`src/common/ubgfc_defines.svh`:
```
// Constants for the baud generator and hardware flow control block
// Functional notes
// - Divisor is 22 bits: 16-bit integer plus 6-bit fraction in sixty-fourths.
// - Integer and fraction parts come from separate software-written registers.
// - Oversample select 0: divisor equals clock over sixteen times bit rate.
// - Oversample select 1: divisor equals clock over eight times bit rate.
// - Oversample tick is one-clock pulses at sixteen or eight times bit rate.
// - Transmit bit clock is oversample tick divided by sixteen or eight.
// - Fractional error stays within one sixty-fourth, spread over 64 ticks.
// - Larger divisor gives longer bit period, smaller gives shorter.
// - Request and clear flow control have independent enable bits.
// - Request output asserted while receive fill is below watermark.
// - Request output reasserts once reads bring fill below watermark.
// - Request control off: receive accepted until receive FIFO full.
// - Clear control on: sample clear input before each byte, start if asserted.
// - Clear dropping mid-character: finish the character, then stop.
// - Clear control on: send while clear asserted and data held.
// - Clear control off: send until transmit FIFO empty, ignore clear.
// - Software flow control enabled by one bit in its control register.
// - Receiver checks line on eighth tick after start edge; high is false start.
// - Accepted start: data bits sampled every sixteenth or eighth tick, per oversample select.
`ifndef UBGFC_DEFINES_SVH
`define UBGFC_DEFINES_SVH
`define UBGFC_INT_W 16
`define UBGFC_FRAC_W 6
`define UBGFC_FIFO_LVL_W 7
`define UBGFC_OVS16 5'h10
`define UBGFC_OVS8 5'h08
`define UBGFC_START_CHECK 5'h08
`define UBGFC_DATA_STEP 5'h10
`define UBGFC_INT_RESET 16'h0001
`define UBGFC_FRAC_RESET 6'h00
`endif

```
`src/common/ubgfc_pkg.sv`:
```
// Types for the baud generator and hardware flow control block
package ubgfc_pkg;
    typedef enum logic [2:0] {
        UBGFC_TX_IDLE = 3'b001,
        UBGFC_TX_LOAD = 3'b010,
        UBGFC_TX_SEND = 3'b100
    } ubgfc_tx_state_t;
    typedef enum logic [2:0] {
        UBGFC_RX_IDLE = 3'b001,
        UBGFC_RX_START = 3'b010,
        UBGFC_RX_DATA = 3'b100
    } ubgfc_rx_state_t;
endpackage

```
`src/design/ubgfc_top.sv`:
```
// Baud generator, bit timing and hardware flow control
`timescale 1ns/1ps
`include "ubgfc_defines.svh"
module ubgfc_top
    import ubgfc_pkg::*;
#(
    parameter int FRAME_TICKS = 10
) (
    input wire logic clk,
    input wire logic reset_n,
    input wire logic [15:0] integer_divisor_register,
    input wire logic [5:0] fraction_divisor_register,
    input wire logic oversample_select,
    input wire logic port_enable,
    input wire logic request_flow_enable,
    input wire logic clear_flow_enable,
    input wire logic soft_flow_enable,
    input wire logic [6:0] rx_fill_level,
    input wire logic [6:0] rx_watermark,
    input wire logic rx_fifo_full,
    input wire logic tx_fifo_empty,
    input wire logic clear_to_send_n,
    input wire logic rx_line,
    output logic request_to_send_n,
    output logic oversample_tick,
    output logic bit_tick,
    output logic tx_pop,
    output logic tx_busy,
    output logic rx_accept_en,
    output logic rx_start_valid,
    output logic rx_false_start,
    output logic rx_sample,
    output logic soft_flow_active
);
    // ------------------------------------------------------------
    // Divisor capture
    // ------------------------------------------------------------
    logic [15:0] div_int_r;
    logic [5:0] div_frac_r;
    logic [15:0] div_cnt_r;
    logic [15:0] div_cnt_nxt;
    logic [5:0] frac_acc_r;
    logic [6:0] frac_sum;
    logic stretch_r;
    logic period_end;
    logic tick_nxt;
    logic [4:0] ovs_r;
    logic [4:0] bit_cnt_r;
    logic bit_end;
    logic [15:0] div_int_safe;

    // Fractional period control
    logic [15:0] last_cnt;
    logic at_last;
    logic carry_due;
    logic stretch_set;

    // Bit clock decode
    logic [4:0] ovs_len;
    logic tick_last;

    // Ticks per bit for the selected oversampling factor
    function automatic logic [4:0] ubgfc_ovs_len(input logic sel);
        if (sel) begin
            return `UBGFC_OVS8;
        end
        return `UBGFC_OVS16;
    endfunction

    // Zero integer part would stall; treat as one
    assign div_int_safe = (integer_divisor_register == 16'h0000) ?
        16'h0001 : integer_divisor_register;

    // Registered so a software write settles before it is compared
    always_ff @(posedge clk) begin
        if (!reset_n) begin
            div_int_r <= `UBGFC_INT_RESET;
        end else begin
            div_int_r <= div_int_safe;
        end
    end

    always_ff @(posedge clk) begin
        if (!reset_n) begin
            div_frac_r <= `UBGFC_FRAC_RESET;
        end else begin
            div_frac_r <= fraction_divisor_register;
        end
    end

    // ------------------------------------------------------------
    // Fractional tick generator
    // ------------------------------------------------------------
    assign frac_sum = {1'b0, frac_acc_r} + {1'b0, div_frac_r};
    // Six-bit accumulator, so any fraction code repeats every 64 ticks
    assign carry_due = frac_sum[6];
    assign last_cnt = div_int_r - 16'h0001;
    assign at_last = (div_cnt_r >= last_cnt);
    // Stretch armed one clock early so it lands in this period;
    // a divisor of one has no early clock and stretches the next
    assign stretch_set = carry_due && !stretch_r &&
        ((div_int_r == 16'h0001) || (div_cnt_r == div_int_r - 16'h0002));
    // Period is div_int clocks, plus one when the fraction carried
    assign period_end = at_last && !stretch_r;
    assign tick_nxt = period_end;
    assign div_cnt_nxt = period_end ? 16'h0000 :
        (stretch_r ? div_cnt_r : div_cnt_r + 16'h0001);

    always_ff @(posedge clk) begin
        if (!reset_n) begin
            div_cnt_r <= 16'h0000;
            frac_acc_r <= 6'h00;
            stretch_r <= 1'b0;
        end else begin
            div_cnt_r <= div_cnt_nxt;
            if (period_end) begin
                frac_acc_r <= frac_sum[5:0];
            end
            stretch_r <= stretch_set;
        end
    end

    // ------------------------------------------------------------
    // Bit clock divider
    // ------------------------------------------------------------
    // Factor decoded once and shared with the receive side
    assign ovs_len = ubgfc_ovs_len(oversample_select);

    always_ff @(posedge clk) begin
        if (!reset_n) begin
            ovs_r <= `UBGFC_OVS16;
        end else begin
            ovs_r <= ovs_len;
        end
    end

    assign tick_last = (bit_cnt_r >= ovs_r - 5'h01);
    // Compare with >= so a factor cut mid-bit ends that bit at once
    assign bit_end = tick_nxt && tick_last;

    // Both pulses leave on one edge, so a bit tick is always a tick
    always_ff @(posedge clk) begin
        if (!reset_n) begin
            oversample_tick <= 1'b0;
            bit_tick <= 1'b0;
        end else begin
            oversample_tick <= tick_nxt;
            bit_tick <= bit_end;
        end
    end

    always_ff @(posedge clk) begin
        if (!reset_n) begin
            bit_cnt_r <= 5'h00;
        end else if (bit_end) begin
            bit_cnt_r <= 5'h00;
        end else if (tick_nxt) begin
            bit_cnt_r <= bit_cnt_r + 5'h01;
        end
    end

    // ------------------------------------------------------------
    // Request-to-send from receive watermark
    // ------------------------------------------------------------
    logic below_mark;
    assign below_mark = rx_fill_level < rx_watermark;

    // Level inputs, so one clock of latency is harmless
    always_ff @(posedge clk) begin
        if (!reset_n) begin
            request_to_send_n <= 1'b1;
        end else begin
            // Far end stops after its current character
            request_to_send_n <= !(request_flow_enable ? below_mark :
                port_enable);
        end
    end

    // Only gates new start edges; a frame already running goes on unless port_enable drops
    always_ff @(posedge clk) begin
        if (!reset_n) begin
            rx_accept_en <= 1'b0;
        end else begin
            rx_accept_en <= port_enable && !rx_fifo_full;
        end
    end

    // ------------------------------------------------------------
    // Transmit gating by clear-to-send
    // ------------------------------------------------------------
    ubgfc_tx_state_t tx_state_r;
    logic [7:0] tx_bits_r;
    logic tx_may_start;
    logic frame_last;
    logic tx_next_byte;
    // Refused starts leave no trace; the byte simply waits
    assign tx_may_start = port_enable && !tx_fifo_empty &&
        (!clear_flow_enable || !clear_to_send_n);
    // Clear is sampled only on a bit boundary, never mid-frame
    assign tx_next_byte = bit_end && tx_may_start;
    assign frame_last = bit_end && (tx_state_r == UBGFC_TX_SEND) &&
        (tx_bits_r == 8'(FRAME_TICKS - 1));

    // Bit counter kept apart from the state register
    always_ff @(posedge clk) begin
        if (!reset_n) begin
            tx_bits_r <= 8'h00;
        end else if (tx_state_r == UBGFC_TX_LOAD) begin
            tx_bits_r <= 8'h00;
        end else if (bit_end && tx_state_r == UBGFC_TX_SEND) begin
            tx_bits_r <= tx_bits_r + 8'h01;
        end
    end

    // A byte waiting at the closing boundary starts at once, so frames
    // abut with no idle bit between them
    always_ff @(posedge clk) begin
        if (!reset_n) begin
            tx_state_r <= UBGFC_TX_IDLE;
            tx_pop <= 1'b0;
            tx_busy <= 1'b0;
        end else begin
            tx_pop <= 1'b0;
            unique case (tx_state_r)
                UBGFC_TX_IDLE: begin
                    tx_busy <= 1'b0;
                    if (tx_next_byte) begin
                        tx_state_r <= UBGFC_TX_LOAD;
                        tx_pop <= 1'b1;
                        tx_busy <= 1'b1;
                    end
                end
                UBGFC_TX_LOAD: begin
                    tx_state_r <= UBGFC_TX_SEND;
                end
                UBGFC_TX_SEND: begin
                    if (frame_last && tx_next_byte) begin
                        tx_state_r <= UBGFC_TX_LOAD;
                        tx_pop <= 1'b1;
                    end else if (frame_last) begin
                        tx_state_r <= UBGFC_TX_IDLE;
                    end
                end
            endcase
        end
    end

    // ------------------------------------------------------------
    // Receive start validation and bit sampling
    // ------------------------------------------------------------
    ubgfc_rx_state_t rx_state_r;
    logic [4:0] rx_tick_r;
    logic rx_line_d_r;
    logic [4:0] step;
    logic start_edge;
    logic start_due;
    logic data_due;
    assign step = ovs_len;
    // Idle-high reset value, so release of reset shows no false edge
    assign start_edge = rx_line_d_r && !rx_line && rx_accept_en;
    assign start_due = (rx_tick_r == `UBGFC_START_CHECK - 5'h01);
    assign data_due = (rx_tick_r == step - 5'h01);

    // ------------------------------------------------------------
    // Receive line edge
    // ------------------------------------------------------------
    always_ff @(posedge clk) begin
        if (!reset_n) begin
            rx_line_d_r <= 1'b1;
        end else begin
            rx_line_d_r <= rx_line;
        end
    end

    // ------------------------------------------------------------
    // Receive state machine
    // ------------------------------------------------------------

    always_ff @(posedge clk) begin
        if (!reset_n) begin
            rx_state_r <= UBGFC_RX_IDLE;
            rx_tick_r <= 5'h00;
            rx_start_valid <= 1'b0;
            rx_false_start <= 1'b0;
            rx_sample <= 1'b0;
        end else begin
            rx_start_valid <= 1'b0;
            rx_false_start <= 1'b0;
            rx_sample <= 1'b0;
            unique case (rx_state_r)
                UBGFC_RX_IDLE: begin
                    rx_tick_r <= 5'h00;
                    if (start_edge) begin
                        rx_state_r <= UBGFC_RX_START;
                    end
                end
                UBGFC_RX_START: begin
                    if (tick_nxt) begin
                        if (start_due) begin
                            rx_tick_r <= 5'h00;
                            if (rx_line) begin
                                rx_false_start <= 1'b1;
                                rx_state_r <= UBGFC_RX_IDLE;
                            end else begin
                                rx_start_valid <= 1'b1;
                                rx_state_r <= UBGFC_RX_DATA;
                            end
                        end else begin
                            rx_tick_r <= rx_tick_r + 5'h01;
                        end
                    end
                end
                UBGFC_RX_DATA: begin
                    if (tick_nxt) begin
                        if (data_due) begin
                            rx_tick_r <= 5'h00;
                            rx_sample <= 1'b1;
                        end else begin
                            rx_tick_r <= rx_tick_r + 5'h01;
                        end
                    end
                    // Framing is decided by the shift logic outside
                    if (!port_enable) begin
                        rx_state_r <= UBGFC_RX_IDLE;
                    end
                end
            endcase
        end
    end

    // ------------------------------------------------------------
    // Software flow control enable
    // ------------------------------------------------------------
    // Only the enable is kept here; character matching lives elsewhere
    always_ff @(posedge clk) begin
        if (!reset_n) begin
            soft_flow_active <= 1'b0;
        end else begin
            soft_flow_active <= soft_flow_enable;
        end
    end
endmodule

```
`config.mk`:
```
export PLATFORM = sky130hd
export DESIGN_NAME = ubgfc_top
export DESIGN_NICKNAME = d
export VERILOG_FILES = /design/src/common/ubgfc_pkg.sv /design/src/design/ubgfc_top.sv
export VERILOG_INCLUDE_DIRS = /design/src /design/src/common
export SDC_FILE = /design/constraint.sdc
export NUM_CORES = 1
export LEC_CHECK = 0
export BUFFER_PORTS_ARGS = -buffer_cell sky130_fd_sc_hd__buf_2
export CAP_MARGIN = 20
export CORE_ASPECT_RATIO = 1.5
export CORE_UTILIZATION = 53
export CTS_CLUSTER_SIZE = 16
export DETAILED_ROUTE_END_ITERATION = 12
export GPL_TIMING_DRIVEN = 1
export HOLD_SLACK_MARGIN = 0.05
export PLACE_DENSITY = 0.74
export SYNTH_ARGS = -nofsm -noshare
export SYNTH_HDL_FRONTEND = slang
export SYNTH_SLANG_ARGS = --single-unit
```
`constraint.sdc`:
```
create_clock -name clk -period 10.9 [get_ports clk]
set_input_delay 2.18 -clock clk [delete_from_list [all_inputs] [get_ports clk]]
set_output_delay 2.18 -clock clk [all_outputs]
set_load 0.02 [all_outputs]
```
# --- Yosys cells after proc, flatten, opt, wreduce, memory -nomap -nowiden ---
# Cells that the tools add are included.
totals:
  reg_bits: 85
  word_cells: 110
  input_bits: 47
op_classes:
  n_lt_le_gt_ge: 3
  n_addsub: 9
  mux: 25
  reduce_logical: 32
  n_eq_ne: 18
  bitwise: 1
op_table:
  columns: ["op", "n"]
  rows:
  - ["two-way mux 5 bit", 6]
  - ["two-way mux 3 bit", 8]
  - ["one-hot mux 3 bit (3 select lines)", 2]
  - ["adder 16 x 1 -> 16 bit (second input constant)", 1]
  - ["equality test 16 x 1 -> 1 bit (second input constant)", 1]
  - ["equality test 16 bit", 1]
  - [">= comparator 16 bit", 1]
  - ["logical NOT 16 bit", 1]
  - ["subtractor 16 x 1 -> 16 bit (second input constant)", 1]
  - ["subtractor 16 x 2 -> 16 bit (second input constant)", 1]
  - ["one-hot mux 5 bit (3 select lines)", 1]
  - ["logical AND 1 bit", 13]
  - ["inequality test 2 bit (second input constant)", 6]
  - ["adder 5 x 1 -> 5 bit (second input constant)", 2]
  - ["subtractor 5 x 1 -> 5 bit (second input constant)", 2]
  - ["adder 8 x 1 -> 8 bit (second input constant)", 1]
  - ["equality test 8 x 4 -> 1 bit (second input constant)", 1]
  - ["AND reduction 4 bit", 2]
  - ["OR reduction 2 bit", 4]
  - ["adder 6 x 6 -> 7 bit", 1]
  - ["logical NOT 1 bit", 7]
  - ["< comparator 7 bit", 1]
  - ["two-way mux 1 bit", 7]
  - ["equality test 3 x 1 -> 1 bit (second input constant)", 2]
  - ["other kinds (11)", 15]

# --- Logic depth before layout (Yosys ltp) ---
depth:
  ltp_word: 9
  depth_mapped: 18

# --- Worst setup path before layout ---
# Ideal clock, no wire load.
synth_path:
  path_type: "flip-flop to flip-flop"
  from: "register div_int_r[1]"
  to: "register rx_state_r[2]"
  arrival_ps: 3450
  path_stages_with_launch: 18
  setup_ps: 128
  n_path_buf: 2
  setup_slack_ps: 7322
  period_less_slack_ps: 3578
  cell_sequence: "dfxtp_1 > inv_1 > ha_1 > nor3b_4 > nand2_1 > a21oi_1 > nand2_1 > nor3_1 > xnor2_1 > ha_1 > nand4_1 > nor3_1 > a2111o_1 > a32o_1 > clkbuf_1 > buf_2 > a32oi_1 > nor2_1"
synth_between:
  elab_chain_len: 5
synth_lines:
  columns: ["item", "line_no", "text"]
  rows:
  - ["start, declared", "ubgfc_top.sv:38", "logic [15:0] div_int_r;"]
  - ["start signal, assigned", "ubgfc_top.sv:77", "div_int_r <= `UBGFC_INT_RESET;"]
  - ["start signal, assigned", "ubgfc_top.sv:79", "div_int_r <= div_int_safe;"]
  - ["subtractor 16 x 1 -> 16 bit", "ubgfc_top.sv:97", "assign last_cnt = div_int_r - 16'h0001;"]
  - [">= comparator 16 bit", "ubgfc_top.sv:98", "assign at_last = (div_cnt_r >= last_cnt);"]
  - ["logical AND 1 bit", "ubgfc_top.sv:104", "assign period_end = at_last && !stretch_r;"]
  - ["inequality test 2 bit (no line)", null, null]
  - ["AND reduction 4 bit (no line)", null, null]
  - ["end signal, assigned", "ubgfc_top.sv:281", "rx_state_r <= UBGFC_RX_IDLE;"]
  - ["end signal, assigned", "ubgfc_top.sv:294", "rx_state_r <= UBGFC_RX_START;"]
  - ["end signal, assigned", "ubgfc_top.sv:303", "rx_state_r <= UBGFC_RX_IDLE;"]
  - ["end, declared", "ubgfc_top.sv:251", "ubgfc_rx_state_t rx_state_r;"]
# No other way between the ends.
# A chain may end at the register's enable or synchronous reset.

# --- Final worst setup path ---
layout_path:
  from: "register div_int_r[1]"
  to: "register div_cnt_r[11]"
layout_between:
  elab_chain_len: 4
layout_lines:
  columns: ["item", "line_no", "text"]
  rows:
  - ["subtractor 16 x 1 -> 16 bit", "ubgfc_top.sv:97", null]
  - [">= comparator 16 bit", "ubgfc_top.sv:98", null]
  - ["logical AND 1 bit", "ubgfc_top.sv:104", null]
  - ["OR reduction 2 bit (no line)", null, null]
  - ["end signal, assigned", "ubgfc_top.sv:115", "div_cnt_r <= div_cnt_nxt;"]
  - ["end, declared", "ubgfc_top.sv:40", "logic [15:0] div_cnt_r;"]
# No other way between the ends.

==> impl_metrics.csv <==
group,metric,value,unit
yosys,syn_area,4630,um^2
die,start_util,54.7,%
clock_tree,cts.sinks,82,
setup_path,worstPathArrival,4.85,ns
grt,gr-total-overflow,0,
timing,clock_skew,0.00852,ns
timing,finalCritPeriodShare,42.3,%
setup_path,cp.required,11.15,ns
clock_tree,post_cts_buffers,0,
timing,grt_setup_unrepaired,"false",
setup_path,end_kind,"flop",
die,rows,41,
grt,grt_pass1_wl,17500,um
power,p_per_area,130,nW/um^2
worst_hold_path,min_path_type,"flop to flop",
clock_tree,ctsResizeCount,0,
cells_and_area,stdcell_count,697,
die,die_w,78.3,um
yosys,yosys_register_bits,82,
timing,tightest_slew,1.01,ns
route,drt_iter0_drc,137,
power,ir_drop,0.104,mV
route,remaining_drc_errors,0,
route,num_vias,3916,
yosys,synthArstFlopShare,0,%
grt,antenna_found_initial,0,
yosys,synth_cells,534,
timing,finalSetupTns,0,ns
timing,fmax,0.217,GHz
timing,setup_viol,0,
clock_tree,clkTransAtPathRegs,0.06,ns
die,die_area,9120,um^2
cells_and_area,diodes,0,
cells_and_area,fin_util,62.0,%
yosys,synthDistinctLibCells,54,
placement,dp_hpwl,7630,um
cells_and_area,area_growth,13.4,%
placement,place.port_buffers,56,
timing,max_slew_margin,32.7,%
grt,first_global_vias,3993,
die,die_h,116,um
outcome,status,"completed",
setup_path,path_max_fanout,16,
yosys,ys_seq_area_share,35.5,%
yosys,synth_warnings,0,
grt,grt_max_degree,29,
yosys,yosysTopAreaCellShare,35.5,%
setup_path,crit_type,"flop to flop",
yosys,synth-edff-count,0,
route,wl_per_cell,14.3,um
clock_tree,clkLatencyLatePin,0.33,ns
timing,report.final.slew_viol_count,0,
clock_tree,numCtsBuffers,9,
job,drv_cap,0,
die,boundaryPins,57,
yosys,syn-num-nets,621,
clock_tree,cts_hold_buf,0,
clock_tree,cts_tree,"done",
route,drtAntennaViolNets,0,
timing,fin_crit,4.61,ns
route,via_per_inst,5.62,
yosys,ys_top_cells_by_area,"dfxtp_1, ha_1, xor2_1",
yosys,synth_top_area_cell,"dfxtp_1",
grt,groute.usage.overall,24.4,%
die,core_area,8460,um^2
route,wirelength,9980,um
cells_and_area,nets,674,
power,p_leak,2.16,nW
timing,hold_violations,0,
power,power,0.681,mW
cells_and_area,drive_gt1_share,13.9,%
yosys,avgSynthCellArea,8.67,um^2
placement,finalWeightedCongestion,0.912,
clock_tree,clk_path_buf_depth,2,
route,first_pass_iters,4,
yosys,yosys_most_used_dff,"dfxtp_1",
clock_tree,clockRootBuffer,"clkbuf_16",
placement,dp_cells,683,
setup_path,worstSetupStartpointType,"flop",
cells_and_area,fillers,759,
clock_tree,htreeDepth,3,
metrics by stage:
stage	hold slack, ns	area (um^2)	worst slack [ns]
after floorplan	0.449	4630	7.32
after global placement	0.451	4970	6.56
after detailed placement	0.455	4970	6.30
after CTS	0.472	5250	6.28
after global routing	0.506	5250	5.72
final	0.466	5250	6.29
Yosys cell counts, types with 9 or more instances:
library cell,count
nor3_1,11
o21ai_0,15
nor4_1,11
dfxtp_1,82
or3_1,9
a21oi_1,29
xnor2_1,25
and2_1,23
nor2_1,52
xor2_1,32
nand2_1,40
clkbuf_1,10
inv_1,25
nand3_1,26
nand2b_1,10
ha_1,39
routing by layer:
metal,global-route usage [%],vias to the layer above,wire [um]
met1,24.0,1807,4020
li1,-,1970,-
met5,0,-,0
met4,15.7,0,436
met3,4.53,35,341
met2,46.5,104,5180
worst max-delay path, cell delays in order, from the launching register on:
cell      delay, ns
dfxtp_1        0.32
inv_1          0.17
ha_1           0.27
nor3b_4        0.30
nand2_1        0.13
a21oi_1        0.26
nand2_1        0.13
nor3_1         0.24
xnor2_1        0.16
ha_1           0.27
nand4_1        0.16
nor3_1         0.07
a2111o_1       0.43
a32oi_1        0.78
nand2_1        0.58
a21oi_1        0.26
sequential cells by signal, indices dropped and copies added (netlist names):
name and flops:
bit_cnt_r 5, bit_tick 1, div_cnt_r 16, div_frac_r 6, div_int_r 16, frac_acc_r 6, oversample_tick 1, ovs_r 2
request_to_send_n 1, rx_accept_en 1, rx_false_start 1, rx_line_d_r 1, rx_sample 1, rx_start_valid 1, rx_state_r 3, rx_tick_r 5
soft_flow_active 1, stretch_r 1, tx_bits_r 8, tx_busy 1, tx_pop 1, tx_state_r 3
logic make-up after synthesis:
kind of cell,share of synthesized area (%)
AO/OA/AOI/OAI,12.1
XOR/XNOR,10.8
adder cells (fa/ha/maj),11.0
buffers and inverters,3.54
flip-flops,35.5
multiplexers,1.57
AND/OR/NAND/NOR,25.6
power breakdown:
part / leakage [nW] / switching, mW / internal, mW
sequential: 0.670 / 0.0122 / 0.309
combinational: 1.35 / 0.0408 / 0.0356
clock: 0.138 / 0.110 / 0.173
total: 2.16 / 0.163 / 0.518
final timing paths:
check                           slack, ns               startpoint                          to  cells after the start
worst max-delay path                 6.29  div_int_r[1]$_SDFF_PP0_  div_cnt_r[11]$_SDFFE_PP0N_                     15
worst min register to register       0.47     tx_busy$_SDFFE_PN0N_        tx_busy$_SDFFE_PN0N_                      2
worst min-delay path                 0.47     tx_busy$_SDFFE_PN0N_        tx_busy$_SDFFE_PN0N_                      2
worst max register to register       6.29  div_int_r[1]$_SDFF_PP0_  div_cnt_r[11]$_SDFFE_PP0N_                     15
cell usage in the layout (no fill, tap or decap), drive strengths merged, types with 16 or more instances in the layout:
cell,count
dfxtp,82
buf,56
nor2,52
nand2,41
ha,39
xor2,32
a21oi,29
nand3,26
inv,25
xnor2,25
and2,24
o21ai,16
final cells by class:
class / count / area [um^2] / area share [%]
repair buffers: 56 / 280 / 5.34
flip-flops and latches: 82 / 1640 / 31.3
clock buffers: 10 / 229 / 4.36
inverters: 25 / 93.8 / 1.79
clock inverters: 4 / 45.0 / 0.859
multi-input cells: 413 / 2820 / 53.8
well taps: 107 / 134 / 2.55
Power figures use the tool's default switching activity.
